--- src/pkg/caf_defines.vh ---
// constants for the can acceptance filter: register map, field layout, reset values
`ifndef CAF_DEFINES_VH
`define CAF_DEFINES_VH

// apb address width and register byte offsets
`define CAF_ADDR_W        8
`define CAF_OFF_FEN       8'h00
`define CAF_OFF_PTR1      8'h04
`define CAF_OFF_PTR2      8'h08
`define CAF_OFF_PTR3      8'h0c
`define CAF_OFF_PTR4      8'h10
`define CAF_OFF_MSEL_LO   8'h14
`define CAF_OFF_MSEL_HI   8'h18
`define CAF_OFF_FULL      8'h20
`define CAF_OFF_OVF       8'h24
`define CAF_OFF_IST       8'h28
`define CAF_OFF_IMASK     8'h2c

// indexed regions: filter std ids 0x40-0x7c, filter ext ids 0x80-0xbc
`define CAF_RGN_FSID      2'b01
`define CAF_RGN_FEID      2'b10
// mask std ids 0xc0-0xc8, mask ext ids 0xd0-0xd8
`define CAF_RGN_MSID      4'hc
`define CAF_RGN_MEID      4'hd
`define CAF_NUM_MASKS     2'b11

// standard identifier register layout
`define CAF_SID_IMPL      16'hffeb
`define CAF_SID_HI        15
`define CAF_SID_LO        5
`define CAF_TYPE_BIT      3
`define CAF_EID_HI_HI     1
`define CAF_EID_HI_LO     0

// field values
`define CAF_PTR_FIFO      4'hf
`define CAF_MSEL_RSVD     2'b11
`define CAF_MSEL_M0       2'b00
`define CAF_MSEL_M1       2'b01
`define CAF_MSEL_M2       2'b10

// reset values
`define CAF_FEN_RST       16'hffff
`define CAF_ZERO16        16'h0000
`define CAF_ZERO32        32'h0000_0000

// interrupt status bit positions
`define CAF_IRQ_W         4
`define CAF_IRQ_BUF       0
`define CAF_IRQ_FIFO      1
`define CAF_IRQ_OVF       2
`define CAF_IRQ_MISS      3

// counts
`define CAF_NUM_FILT      16
`define CAF_NUM_BUF       15

`endif

--- src/rtl/caf_accept_filter.v ---
// can receive acceptance filter with apb register file and routing of accepted messages
// How it works
// pointer code 1111 routes to receive fifo, 0000-1110 to that buffer number.
// fourth pointer register holds filters 15 down to 12, four bits each.
// filter standard id in bits 15-5; compared bits must equal.
// filter extended bits 17-16 in std reg bits 1-0, 15-0 in ext reg.
// filter bit 3 picks extended or standard frames when type match enabled.
// mask source 00,01,10 pick masks 0,1,2; 11 reserved.
// mask select low holds filters 7..0, high holds 15..8, two bits each.
// mask bits 15-5 enable standard id bit comparison; 0 means don't care.
// mask bits 1-0 enable comparison of extended bits 17-16.
// mask bit 3 set demands frame type equal to filter selection.
// mask bit 3 clear accepts both types on their identifier bits.
// bits 4 and 2 of filter and mask std registers read zero.
// mask ext register enables extended bits 15-0 comparison.
// sixteen bit enable vector gates filters; all set after reset.
// store sets buffer full, storing to full sets overflow; writing 0 clears.
// every enabled filter compared, hit routes to its pointer destination.
`timescale 1ns/1ps
`default_nettype none
`include "caf_defines.vh"

module caf_accept_filter (
  // apb slave
  input  wire        pclk,
  input  wire        presetn,
  input  wire        psel,
  input  wire        penable,
  input  wire        pwrite,
  input  wire [7:0]  paddr,
  input  wire [31:0] pwdata,
  output wire        pready,
  output wire [31:0] prdata,
  output wire        pslverr,
  // received identifiers from the protocol engine
  input  wire        rx_valid,
  input  wire        rx_ext,
  input  wire [10:0] rx_std_id,
  input  wire [17:0] rx_ext_id,
  // routing result
  output wire        acc_valid,
  output wire        acc_to_fifo,
  output wire [3:0]  acc_dest,
  output wire [3:0]  acc_filter,
  output wire        acc_overflow,
  output wire        rej_valid,
  // buffer flags and interrupt
  output wire [14:0] rx_buffer_full_flags,
  output wire [14:0] rx_buffer_overflow_flags,
  output wire        irq
);

  ////////////////////////////////////////////////////////////////////////////
  // storage

  reg  [15:0]  filter_enable_vector_reg;
  reg  [63:0]  dest_ptr_reg;
  reg  [31:0]  mask_select_reg;
  reg  [255:0] filter_std_id_reg;
  reg  [255:0] filter_ext_id_reg;
  reg  [47:0]  mask_std_id_reg;
  reg  [47:0]  mask_ext_id_reg;
  reg  [14:0]  full_reg;
  reg  [14:0]  ovf_reg;
  reg  [3:0]   irq_status_reg;
  reg  [3:0]   irq_mask_reg;
  reg  [31:0]  prdata_reg;
  reg          err_reg;
  reg          acc_valid_reg;
  reg          acc_to_fifo_reg;
  reg  [3:0]   acc_dest_reg;
  reg  [3:0]   acc_filter_reg;
  reg          acc_overflow_reg;
  reg          rej_valid_reg;

  reg  [31:0]  rd_next;
  reg          err_next;
  reg  [14:0]  full_next;
  reg  [14:0]  ovf_next;
  reg  [3:0]   irq_status_next;

  wire [15:0]  hits;
  wire         any_hit;
  wire [3:0]   win_filter;
  wire [3:0]   win_dest;
  wire         route_hit;
  wire         route_fifo;
  wire [14:0]  store_vec;
  wire [14:0]  ovf_set;
  wire [3:0]   irq_set;

  wire         setup_ph;
  wire         access_ph;
  wire         wr_en;
  wire         rd_en;
  wire [3:0]   fidx;
  wire [1:0]   midx;
  wire [1:0]   rgn2;
  wire [3:0]   rgn4;

  ////////////////////////////////////////////////////////////////////////////
  // apb decode

  assign setup_ph  = psel & ~penable;
  assign access_ph = psel & penable;
  assign wr_en     = access_ph & pwrite & ~err_reg;
  assign rd_en     = access_ph & ~pwrite & ~err_reg;
  assign fidx      = paddr[5:2];
  assign midx      = paddr[3:2];
  assign rgn2      = paddr[7:6];
  assign rgn4      = paddr[7:4];

  // zero wait states: read data is captured in the setup cycle
  assign pready  = 1'b1;
  assign prdata  = prdata_reg;
  assign pslverr = access_ph & err_reg;

  // read mux and address check; unused bits read zero
  always @*
  begin
    rd_next  = `CAF_ZERO32;
    err_next = 1'b0;
    if (rgn2 == `CAF_RGN_FSID)
      rd_next[15:0] = filter_std_id_reg[fidx*16 +: 16] & `CAF_SID_IMPL;
    else if (rgn2 == `CAF_RGN_FEID)
      rd_next[15:0] = filter_ext_id_reg[fidx*16 +: 16];
    else if (rgn4 == `CAF_RGN_MSID && midx != `CAF_NUM_MASKS)
      rd_next[15:0] = mask_std_id_reg[midx*16 +: 16] & `CAF_SID_IMPL;
    else if (rgn4 == `CAF_RGN_MEID && midx != `CAF_NUM_MASKS)
      rd_next[15:0] = mask_ext_id_reg[midx*16 +: 16];
    else
    begin
      case (paddr)
        `CAF_OFF_FEN:     rd_next[15:0] = filter_enable_vector_reg;
        `CAF_OFF_PTR1:    rd_next[15:0] = dest_ptr_reg[15:0];
        `CAF_OFF_PTR2:    rd_next[15:0] = dest_ptr_reg[31:16];
        `CAF_OFF_PTR3:    rd_next[15:0] = dest_ptr_reg[47:32];
        `CAF_OFF_PTR4:    rd_next[15:0] = dest_ptr_reg[63:48];
        `CAF_OFF_MSEL_LO: rd_next[15:0] = mask_select_reg[15:0];
        `CAF_OFF_MSEL_HI: rd_next[15:0] = mask_select_reg[31:16];
        `CAF_OFF_FULL:    rd_next[14:0] = full_reg;
        `CAF_OFF_OVF:     rd_next[14:0] = ovf_reg;
        `CAF_OFF_IST:     rd_next[3:0]  = irq_status_reg;
        `CAF_OFF_IMASK:   rd_next[3:0]  = irq_mask_reg;
        default:          err_next      = 1'b1;
      endcase
    end
  end

  // capture read data and error in the setup cycle
  always @(posedge pclk or negedge presetn)
  begin
    if (!presetn)
    begin
      prdata_reg <= `CAF_ZERO32;
      err_reg    <= 1'b0;
    end
    else if (setup_ph)
    begin
      prdata_reg <= pwrite ? `CAF_ZERO32 : rd_next;
      err_reg    <= err_next;
    end
  end

  ////////////////////////////////////////////////////////////////////////////
  // configuration registers

  // plain software registers; ids reset to zero for determinism
  always @(posedge pclk or negedge presetn)
  begin
    if (!presetn)
    begin
      filter_enable_vector_reg <= `CAF_FEN_RST;
      dest_ptr_reg             <= 64'h0000_0000_0000_0000;
      mask_select_reg          <= `CAF_ZERO32;
      filter_std_id_reg        <= {16{`CAF_ZERO16}};
      filter_ext_id_reg        <= {16{`CAF_ZERO16}};
      mask_std_id_reg          <= {3{`CAF_ZERO16}};
      mask_ext_id_reg          <= {3{`CAF_ZERO16}};
      irq_mask_reg             <= 4'h0;
    end
    else if (wr_en)
    begin
      if (rgn2 == `CAF_RGN_FSID)
        filter_std_id_reg[fidx*16 +: 16] <= pwdata[15:0] & `CAF_SID_IMPL;
      else if (rgn2 == `CAF_RGN_FEID)
        filter_ext_id_reg[fidx*16 +: 16] <= pwdata[15:0];
      else if (rgn4 == `CAF_RGN_MSID)
        mask_std_id_reg[midx*16 +: 16] <= pwdata[15:0] & `CAF_SID_IMPL;
      else if (rgn4 == `CAF_RGN_MEID)
        mask_ext_id_reg[midx*16 +: 16] <= pwdata[15:0];
      else
      begin
        case (paddr)
          `CAF_OFF_FEN:     filter_enable_vector_reg <= pwdata[15:0];
          `CAF_OFF_PTR1:    dest_ptr_reg[15:0]       <= pwdata[15:0];
          `CAF_OFF_PTR2:    dest_ptr_reg[31:16]      <= pwdata[15:0];
          `CAF_OFF_PTR3:    dest_ptr_reg[47:32]      <= pwdata[15:0];
          `CAF_OFF_PTR4:    dest_ptr_reg[63:48]      <= pwdata[15:0];
          `CAF_OFF_MSEL_LO: mask_select_reg[15:0]    <= pwdata[15:0];
          `CAF_OFF_MSEL_HI: mask_select_reg[31:16]   <= pwdata[15:0];
          `CAF_OFF_IMASK:   irq_mask_reg             <= pwdata[3:0];
          default:          irq_mask_reg             <= irq_mask_reg;
        endcase
      end
    end
  end

  ////////////////////////////////////////////////////////////////////////////
  // filter bank

  // one comparator per filter, each on its own two-bit mask source field
  genvar g;
  generate
    for (g = 0; g < `CAF_NUM_FILT; g = g + 1)
    begin : g_filt
      caf_filter_match u_match (
        .enable       (filter_enable_vector_reg[g]),
        .mask_source  (mask_select_reg[g*2 +: 2]),
        .filt_sid     (filter_std_id_reg[g*16 +: 16]),
        .filt_eid     (filter_ext_id_reg[g*16 +: 16]),
        .mask_sid_all (mask_std_id_reg),
        .mask_eid_all (mask_ext_id_reg),
        .msg_ext      (rx_ext),
        .msg_std_id   (rx_std_id),
        .msg_ext_id   (rx_ext_id),
        .hit          (hits[g])
      );
    end
  endgenerate

  // lowest filter number wins when several hit
  caf_route_select u_route (
    .hits       (hits),
    .dest_ptrs  (dest_ptr_reg),
    .any_hit    (any_hit),
    .win_filter (win_filter),
    .win_dest   (win_dest)
  );

  ////////////////////////////////////////////////////////////////////////////
  // routing and buffer flags

  assign route_hit  = rx_valid & any_hit;
  assign route_fifo = route_hit & (win_dest == `CAF_PTR_FIFO);

  // one store strobe per dedicated buffer
  generate
    for (g = 0; g < `CAF_NUM_BUF; g = g + 1)
    begin : g_buf
      assign store_vec[g] = route_hit & (win_dest == g);
      assign ovf_set[g]   = store_vec[g] & full_reg[g];
    end
  endgenerate

  // software clears by writing 0; a store in the same cycle still sets
  always @*
  begin
    full_next = full_reg;
    ovf_next  = ovf_reg;
    if (wr_en && paddr == `CAF_OFF_FULL)
      full_next = full_reg & pwdata[14:0];
    if (wr_en && paddr == `CAF_OFF_OVF)
      ovf_next = ovf_reg & pwdata[14:0];
    full_next = full_next | store_vec;
    ovf_next  = ovf_next | ovf_set;
  end

  // registered result, one cycle after the identifier is offered
  always @(posedge pclk or negedge presetn)
  begin
    if (!presetn)
    begin
      full_reg         <= 15'h0000;
      ovf_reg          <= 15'h0000;
      acc_valid_reg    <= 1'b0;
      acc_to_fifo_reg  <= 1'b0;
      acc_dest_reg     <= 4'h0;
      acc_filter_reg   <= 4'h0;
      acc_overflow_reg <= 1'b0;
      rej_valid_reg    <= 1'b0;
    end
    else
    begin
      full_reg         <= full_next;
      ovf_reg          <= ovf_next;
      acc_valid_reg    <= route_hit;
      acc_to_fifo_reg  <= route_fifo;
      acc_overflow_reg <= |ovf_set;
      rej_valid_reg    <= rx_valid & ~any_hit;
      if (route_hit)
      begin
        acc_dest_reg   <= win_dest;
        acc_filter_reg <= win_filter;
      end
    end
  end

  assign acc_valid                = acc_valid_reg;
  assign acc_to_fifo              = acc_to_fifo_reg;
  assign acc_dest                 = acc_dest_reg;
  assign acc_filter               = acc_filter_reg;
  assign acc_overflow             = acc_overflow_reg;
  assign rej_valid                = rej_valid_reg;
  assign rx_buffer_full_flags     = full_reg;
  assign rx_buffer_overflow_flags = ovf_reg;

  ////////////////////////////////////////////////////////////////////////////
  // interrupts

  assign irq_set[`CAF_IRQ_BUF]  = route_hit & ~route_fifo;
  assign irq_set[`CAF_IRQ_FIFO] = route_fifo;
  assign irq_set[`CAF_IRQ_OVF]  = |ovf_set;
  assign irq_set[`CAF_IRQ_MISS] = rx_valid & ~any_hit;

  // reading status clears it, but an event in that cycle survives
  always @*
  begin
    irq_status_next = irq_status_reg;
    if (rd_en && paddr == `CAF_OFF_IST)
      irq_status_next = 4'h0;
    irq_status_next = irq_status_next | irq_set;
  end

  always @(posedge pclk or negedge presetn)
  begin
    if (!presetn)
      irq_status_reg <= 4'h0;
    else
      irq_status_reg <= irq_status_next;
  end

  // level output while any unmasked event is pending
  assign irq = |(irq_status_reg & irq_mask_reg);

endmodule // caf_accept_filter

`default_nettype wire

--- src/rtl/caf_filter_match.v ---
// one acceptance filter compared against an incoming identifier through its selected mask
`timescale 1ns/1ps
`default_nettype none
`include "caf_defines.vh"

module caf_filter_match (
  // filter configuration
  input  wire        enable,
  input  wire [1:0]  mask_source,
  input  wire [15:0] filt_sid,
  input  wire [15:0] filt_eid,
  // the three masks
  input  wire [47:0] mask_sid_all,
  input  wire [47:0] mask_eid_all,
  // incoming message
  input  wire        msg_ext,
  input  wire [10:0] msg_std_id,
  input  wire [17:0] msg_ext_id,
  // result
  output wire        hit
);

  reg  [15:0] msk_sid;
  reg  [15:0] msk_eid;
  reg         src_ok;
  wire [10:0] std_ok;
  wire [17:0] ext_ok;
  wire [17:0] filt_ext;
  wire [17:0] msk_ext;
  wire        type_match_enable;
  wire        type_ok;

  // mask pick; the reserved code selects nothing, so such a filter never hits
  always @*
  begin
    msk_sid = `CAF_ZERO16;
    msk_eid = `CAF_ZERO16;
    src_ok  = 1'b1;
    case (mask_source)
      `CAF_MSEL_M0:
      begin
        msk_sid = mask_sid_all[15:0];
        msk_eid = mask_eid_all[15:0];
      end
      `CAF_MSEL_M1:
      begin
        msk_sid = mask_sid_all[31:16];
        msk_eid = mask_eid_all[31:16];
      end
      `CAF_MSEL_M2:
      begin
        msk_sid = mask_sid_all[47:32];
        msk_eid = mask_eid_all[47:32];
      end
      default:
        src_ok = 1'b0;
    endcase
  end

  // per-bit compare: equal or masked out
  assign std_ok   = ~(msg_std_id ^ filt_sid[`CAF_SID_HI:`CAF_SID_LO]) | ~msk_sid[`CAF_SID_HI:`CAF_SID_LO];
  assign filt_ext = {filt_sid[`CAF_EID_HI_HI:`CAF_EID_HI_LO], filt_eid};
  assign msk_ext  = {msk_sid[`CAF_EID_HI_HI:`CAF_EID_HI_LO], msk_eid};
  assign ext_ok   = ~(msg_ext_id ^ filt_ext) | ~msk_ext;

  // frame type only checked when the mask asks for it
  assign type_match_enable = msk_sid[`CAF_TYPE_BIT];
  assign type_ok = ~type_match_enable | (msg_ext == filt_sid[`CAF_TYPE_BIT]);

  // standard frames carry no extended bits, so those are skipped for them
  assign hit = enable & src_ok & type_ok & (&std_ok) & (~msg_ext | (&ext_ok));

endmodule // caf_filter_match

`default_nettype wire

--- src/rtl/caf_route_select.v ---
// picks the lowest numbered hitting filter and returns its destination pointer
`timescale 1ns/1ps
`default_nettype none
`include "caf_defines.vh"

module caf_route_select (
  // per filter hits and pointers
  input  wire [15:0] hits,
  input  wire [63:0] dest_ptrs,
  // winner
  output reg         any_hit,
  output reg  [3:0]  win_filter,
  output reg  [3:0]  win_dest
);

  integer i;

  // scan from the top so the lowest index is the last to assign
  always @*
  begin
    any_hit    = 1'b0;
    win_filter = 4'h0;
    win_dest   = 4'h0;
    for (i = `CAF_NUM_FILT - 1; i >= 0; i = i - 1)
    begin
      if (hits[i])
      begin
        any_hit    = 1'b1;
        win_filter = i[3:0];
        win_dest   = dest_ptrs[i*4 +: 4];
      end
    end
  end

endmodule // caf_route_select

`default_nettype wire

--- config.mk ---
export PLATFORM = sky130hd
export DESIGN_NAME = caf_accept_filter
export DESIGN_NICKNAME = d
export VERILOG_FILES = /design/src/rtl/caf_accept_filter.v /design/src/rtl/caf_filter_match.v /design/src/rtl/caf_route_select.v
export VERILOG_INCLUDE_DIRS = /design/src /design/src/pkg
export SDC_FILE = /design/constraint.sdc
export NUM_CORES = 2
export LEC_CHECK = 0
export BUFFER_PORTS_ARGS = -buffer_cell sky130_fd_sc_hd__buf_4
export CORE_MARGIN = 2
export CORE_UTILIZATION = 34
export DETAILED_ROUTE_END_ITERATION = 8
export PLACE_DENSITY = 0.54
export SYNTH_ARGS = -nofsm -noshare
export SYNTH_HDL_FRONTEND = slang
export SYNTH_SLANG_ARGS = --single-unit
--- constraint.sdc ---
create_clock -name pclk -period 4.5 [get_ports pclk]
set_clock_uncertainty 0.1 [all_clocks]
set_input_delay 0.45 -clock pclk [delete_from_list [all_inputs] [get_ports pclk]]
set_output_delay 0.45 -clock pclk [all_outputs]
set_load 0.005 [all_outputs]
==> results.toml <==
[worst_setup_path]
ff2ff_setup_slack_ns = -0.42
startpoint_type = "flip-flop"
crit_chain = "buf_4 -> mux2i_1 -> o21ai_0 -> a222oi_1 -> and4b_2 -> buf_12 -> nand3_2 -> nand2_2 -> o22ai_4 -> a2111oi_4 -> a211oi_4 -> bufbuf_16 -> and3_1 -> o2111a_2 -> a2111oi_4 -> nand3_1"
path_common_cell = "a2111oi_4"
required_ns = 5.03
crit_cells = 16
slowest_delay_ns = 1.14
crit_type = "flip-flop to flip-flop"
cp_max_fo = 5
reg2reg_to = "irq_status_reg[2]"
critical_path.top_delay_family = "compound AO/OA/AOI/OAI gates"
critPathBufInv = 3
critPathArrivalTime_ns = 5.44
reg2reg_from = "mask_std_id_reg[41]"
endpoint = "irq_status_reg[2]"
endpoint_kind = "flip-flop"
crit_path_start = "mask_std_id_reg[41]"
r2r_cells = 16
cp_slowest_cell = "a222oi_1"

[finish]
ff_latch_area_um2 = 18800
final_cells = 9393
post-route-util = 0.464
nFillCells = 15700
largest_reg_flops = 256
drive_above_1_share = 0.374
area_growth_pct = 36.0
final_area_um2 = 74500
nets = 7219
multi_input_area_um2 = 34300

[cts]
worstSkewPairLatency_ns = 0.76
clk_pin_slew_worst_paths_ns = 0.07
cts_buffers = 92
clock-sinks = 749
cts_max_level = 3
cts_tree = "done"
clockRootBuffer = "clkbuf_16"
max-clock-path-buffers = 3

[logic_synthesis]
synth-main-ff-cell = "dfrtp_1"
synth.avg_cell_area_um2 = 9.15
yosys-top-cells-count = "nand2_1, dfrtp_1, o21ai_0, mux2_2, a21oi_1"
yosys_warnings = 0
synth.top_cell.area_share = 0.335
yosysMostFrequentCell = "nand2_1"
synthArstFlopShare = 1.00
yosysSeqAreaShare = 0.342
synth_cell_types = 95
syn_area_um2 = 54800
synth-seq-cells = 749
synth_cells = 5987
synth_edf_count = 0
synth_area_leaders = "dfrtp_1, mux2_2, xnor2_1"
yosysTopAreaCell = "dfrtp_1"

[place]
dpl.hpwl_mm = 323
routabilityCongestion = 1.10
place_area_um2 = 69000
port-buffer-count = 119
post-place-cells = 9125

[floorplanning]
start_util = 0.342
core_um2 = 160000
io_pins = 153
num_rows = 147
fp.dieH_um = 405
die_w_um = 405
die_area_um2 = 164000

[detailed_routing]
wl_met2_mm = 162
drt_iter0_markers = 8797
via_per_inst = 6.30
wl_mm = 409
top_layer = "met5"
wl_met3_mm = 57.7
firstDrtPassIters = 9
routedWlPerCell_um = 43.5
drtAntennaViolNets = 0
wl_met1_mm = 161
route.vias.total = 59200
drc = 2

[timing]
whs_ns = 0.112
period_needed_ns = 4.92
fin_crit_sh = 1.09
tightestPinTransition_ns = 1.33
rsz0062_at_grt = "true"
slew_violations = 0
tns_ns = -8.43
setup_viol = 36
max_freq_mhz = 203
finalWorstSetupSlack_ns = -0.415
slew_headroom = 0.114
finalHoldViolCount = 0

[run]
drv_cap = 0

[worst_hold_path]
hold_class = "primary input to flip-flop"

[power]
cellPowerDensity_nw_per_um2 = 245
ir_drop_uv = 315
cellLeakagePower_nw = 31.1

[global_route]
grt_max_degree = 107
grt_pass1_wl_mm = 531
grt_pass1_vias = 55400
grtUsageTotal = 0.487
antenna_found_initial = 41
gr-total-overflow = 0

[run_status]
violations = "DRC, setup timing"
status = "finished, violations left"
==> metal layers <==
metal  global-route usage  vias up
met1                0.626    30000
li1                     -    23900
met4                0.271       22
met2                0.667     4366
met3                0.227      956
met5              0.00922        -
==> how the worst min path moves through the flow <==
stage,start,end,cells past startpoint
floorplan,presetn,acc_dest[0],0
global placement,acc_dest[2],acc_dest[2],2
detailed placement,acc_dest[2],acc_dest[2],2
CTS,pwdata[15],filter_std_id_reg[143],3
global route,pwdata[15],filter_std_id_reg[143],3
finish,pwdata[15],filter_std_id_reg[143],3
==> where the power goes <==
| part | switching, mW | leakage (nW) | internal [mW] |
|---|---|---|---|
| clock | 3.52 | 1.62 | 4.85 |
| sequential | 0.131 | 10.3 | 6.82 |
| combinational | 1.95 | 19.2 | 0.979 |
| total | 5.61 | 31.1 | 12.7 |
==> final cells by class <==
| class | count | share of cell area |
|---|---|---|
| clock inverter | 48 | 0.00956 |
| tap | 2160 | 0.0363 |
| clock buffer | 120 | 0.0349 |
| antenna | 27 | 0.000907 |
| multi-input combinational | 4567 | 0.460 |
| inverter | 53 | 0.00270 |
| sequential | 749 | 0.252 |
| timing repair buffer | 1669 | 0.203 |
==> placed cells by master, fill, tap and decap left out, types with 16 or more instances in the layout <==
| cell | synthesis | routed |
|---|---|---|
| a222oi_1 | 40 | 40 |
| nor2_1 | 119 | 108 |
| buf_6 | 11 | 39 |
| buf_12 | 0 | 178 |
| dfrtp_2 | 0 | 32 |
| buf_4 | 28 | 1432 |
| mux2i_1 | 211 | 207 |
| inv_1 | 50 | 46 |
| dfstp_2 | 16 | 16 |
| o2bb2ai_1 | 55 | 54 |
| nand2b_1 | 339 | 336 |
| clkbuf_8 | 0 | 17 |
| clkinv_2 | 0 | 17 |
| nor2b_1 | 48 | 45 |
| xnor2_1 | 386 | 380 |
| nand4_1 | 35 | 35 |
| a221oi_1 | 31 | 29 |
| mux4_2 | 150 | 150 |
| diode_2 | 0 | 27 |
| conb_1 | 2 | 17 |
| a21oi_1 | 463 | 450 |
| clkbuf_16 | 0 | 97 |
| xor2_1 | 95 | 95 |
| mux2_2 | 486 | 484 |
| nand2_1 | 765 | 758 |
| o21ai_0 | 618 | 600 |
| nor4_1 | 71 | 55 |
| a22o_1 | 32 | 32 |
| a211oi_1 | 61 | 57 |
| a22oi_1 | 132 | 127 |
| nor3_1 | 32 | 23 |
| dfrtp_1 | 733 | 701 |
| and3_1 | 28 | 26 |
| nand3_1 | 50 | 43 |
==> timing repair <==
item / CTS / global route
resized for setup: 136 / 170
endpoints found under the hold margin: 64 / 0
cloned: 3 / 4
hold buffers: 3 / 0
pin swaps: 39 / 56
endpoints found under the setup margin: 41 / 36
setup buffers: 37 / 29
==> worst min-delay path, delay by kind of cell <==
kind                   cells  cell delay [ns]
AND/OR/NAND/NOR            1             0.14
AO/OA/AOI/OAI              1             0.09
buffers and inverters      1             0.24
==> kinds of logic (layout without fill, tap and decap cells) <==
kind of cell               Yosys count  count (layout)  share of synthesized area
buffers and inverters              686            1890                     0.0539
adders and majority gates           11              11                    0.00251
xor gates and xnor gates           481             481                     0.0769
muxes                              852             852                      0.201
and+or+nand+nor                   1559            1559                      0.138
DFF                                749             749                      0.342
AOI/OAI and AO/OA                 1647            1647                      0.185
other                                2              44                   0.000137
==> stage by stage <==
stage               power, mW  setup WS [ns]
floorplan                8.01          0.121
global placement         9.78          -1.22
detailed placement       9.78          -1.18
CTS                      18.1         -0.209
global route             18.5         -0.318
finish                   18.3         -0.415
No activity file was read; power rests on OpenSTA's default activity.
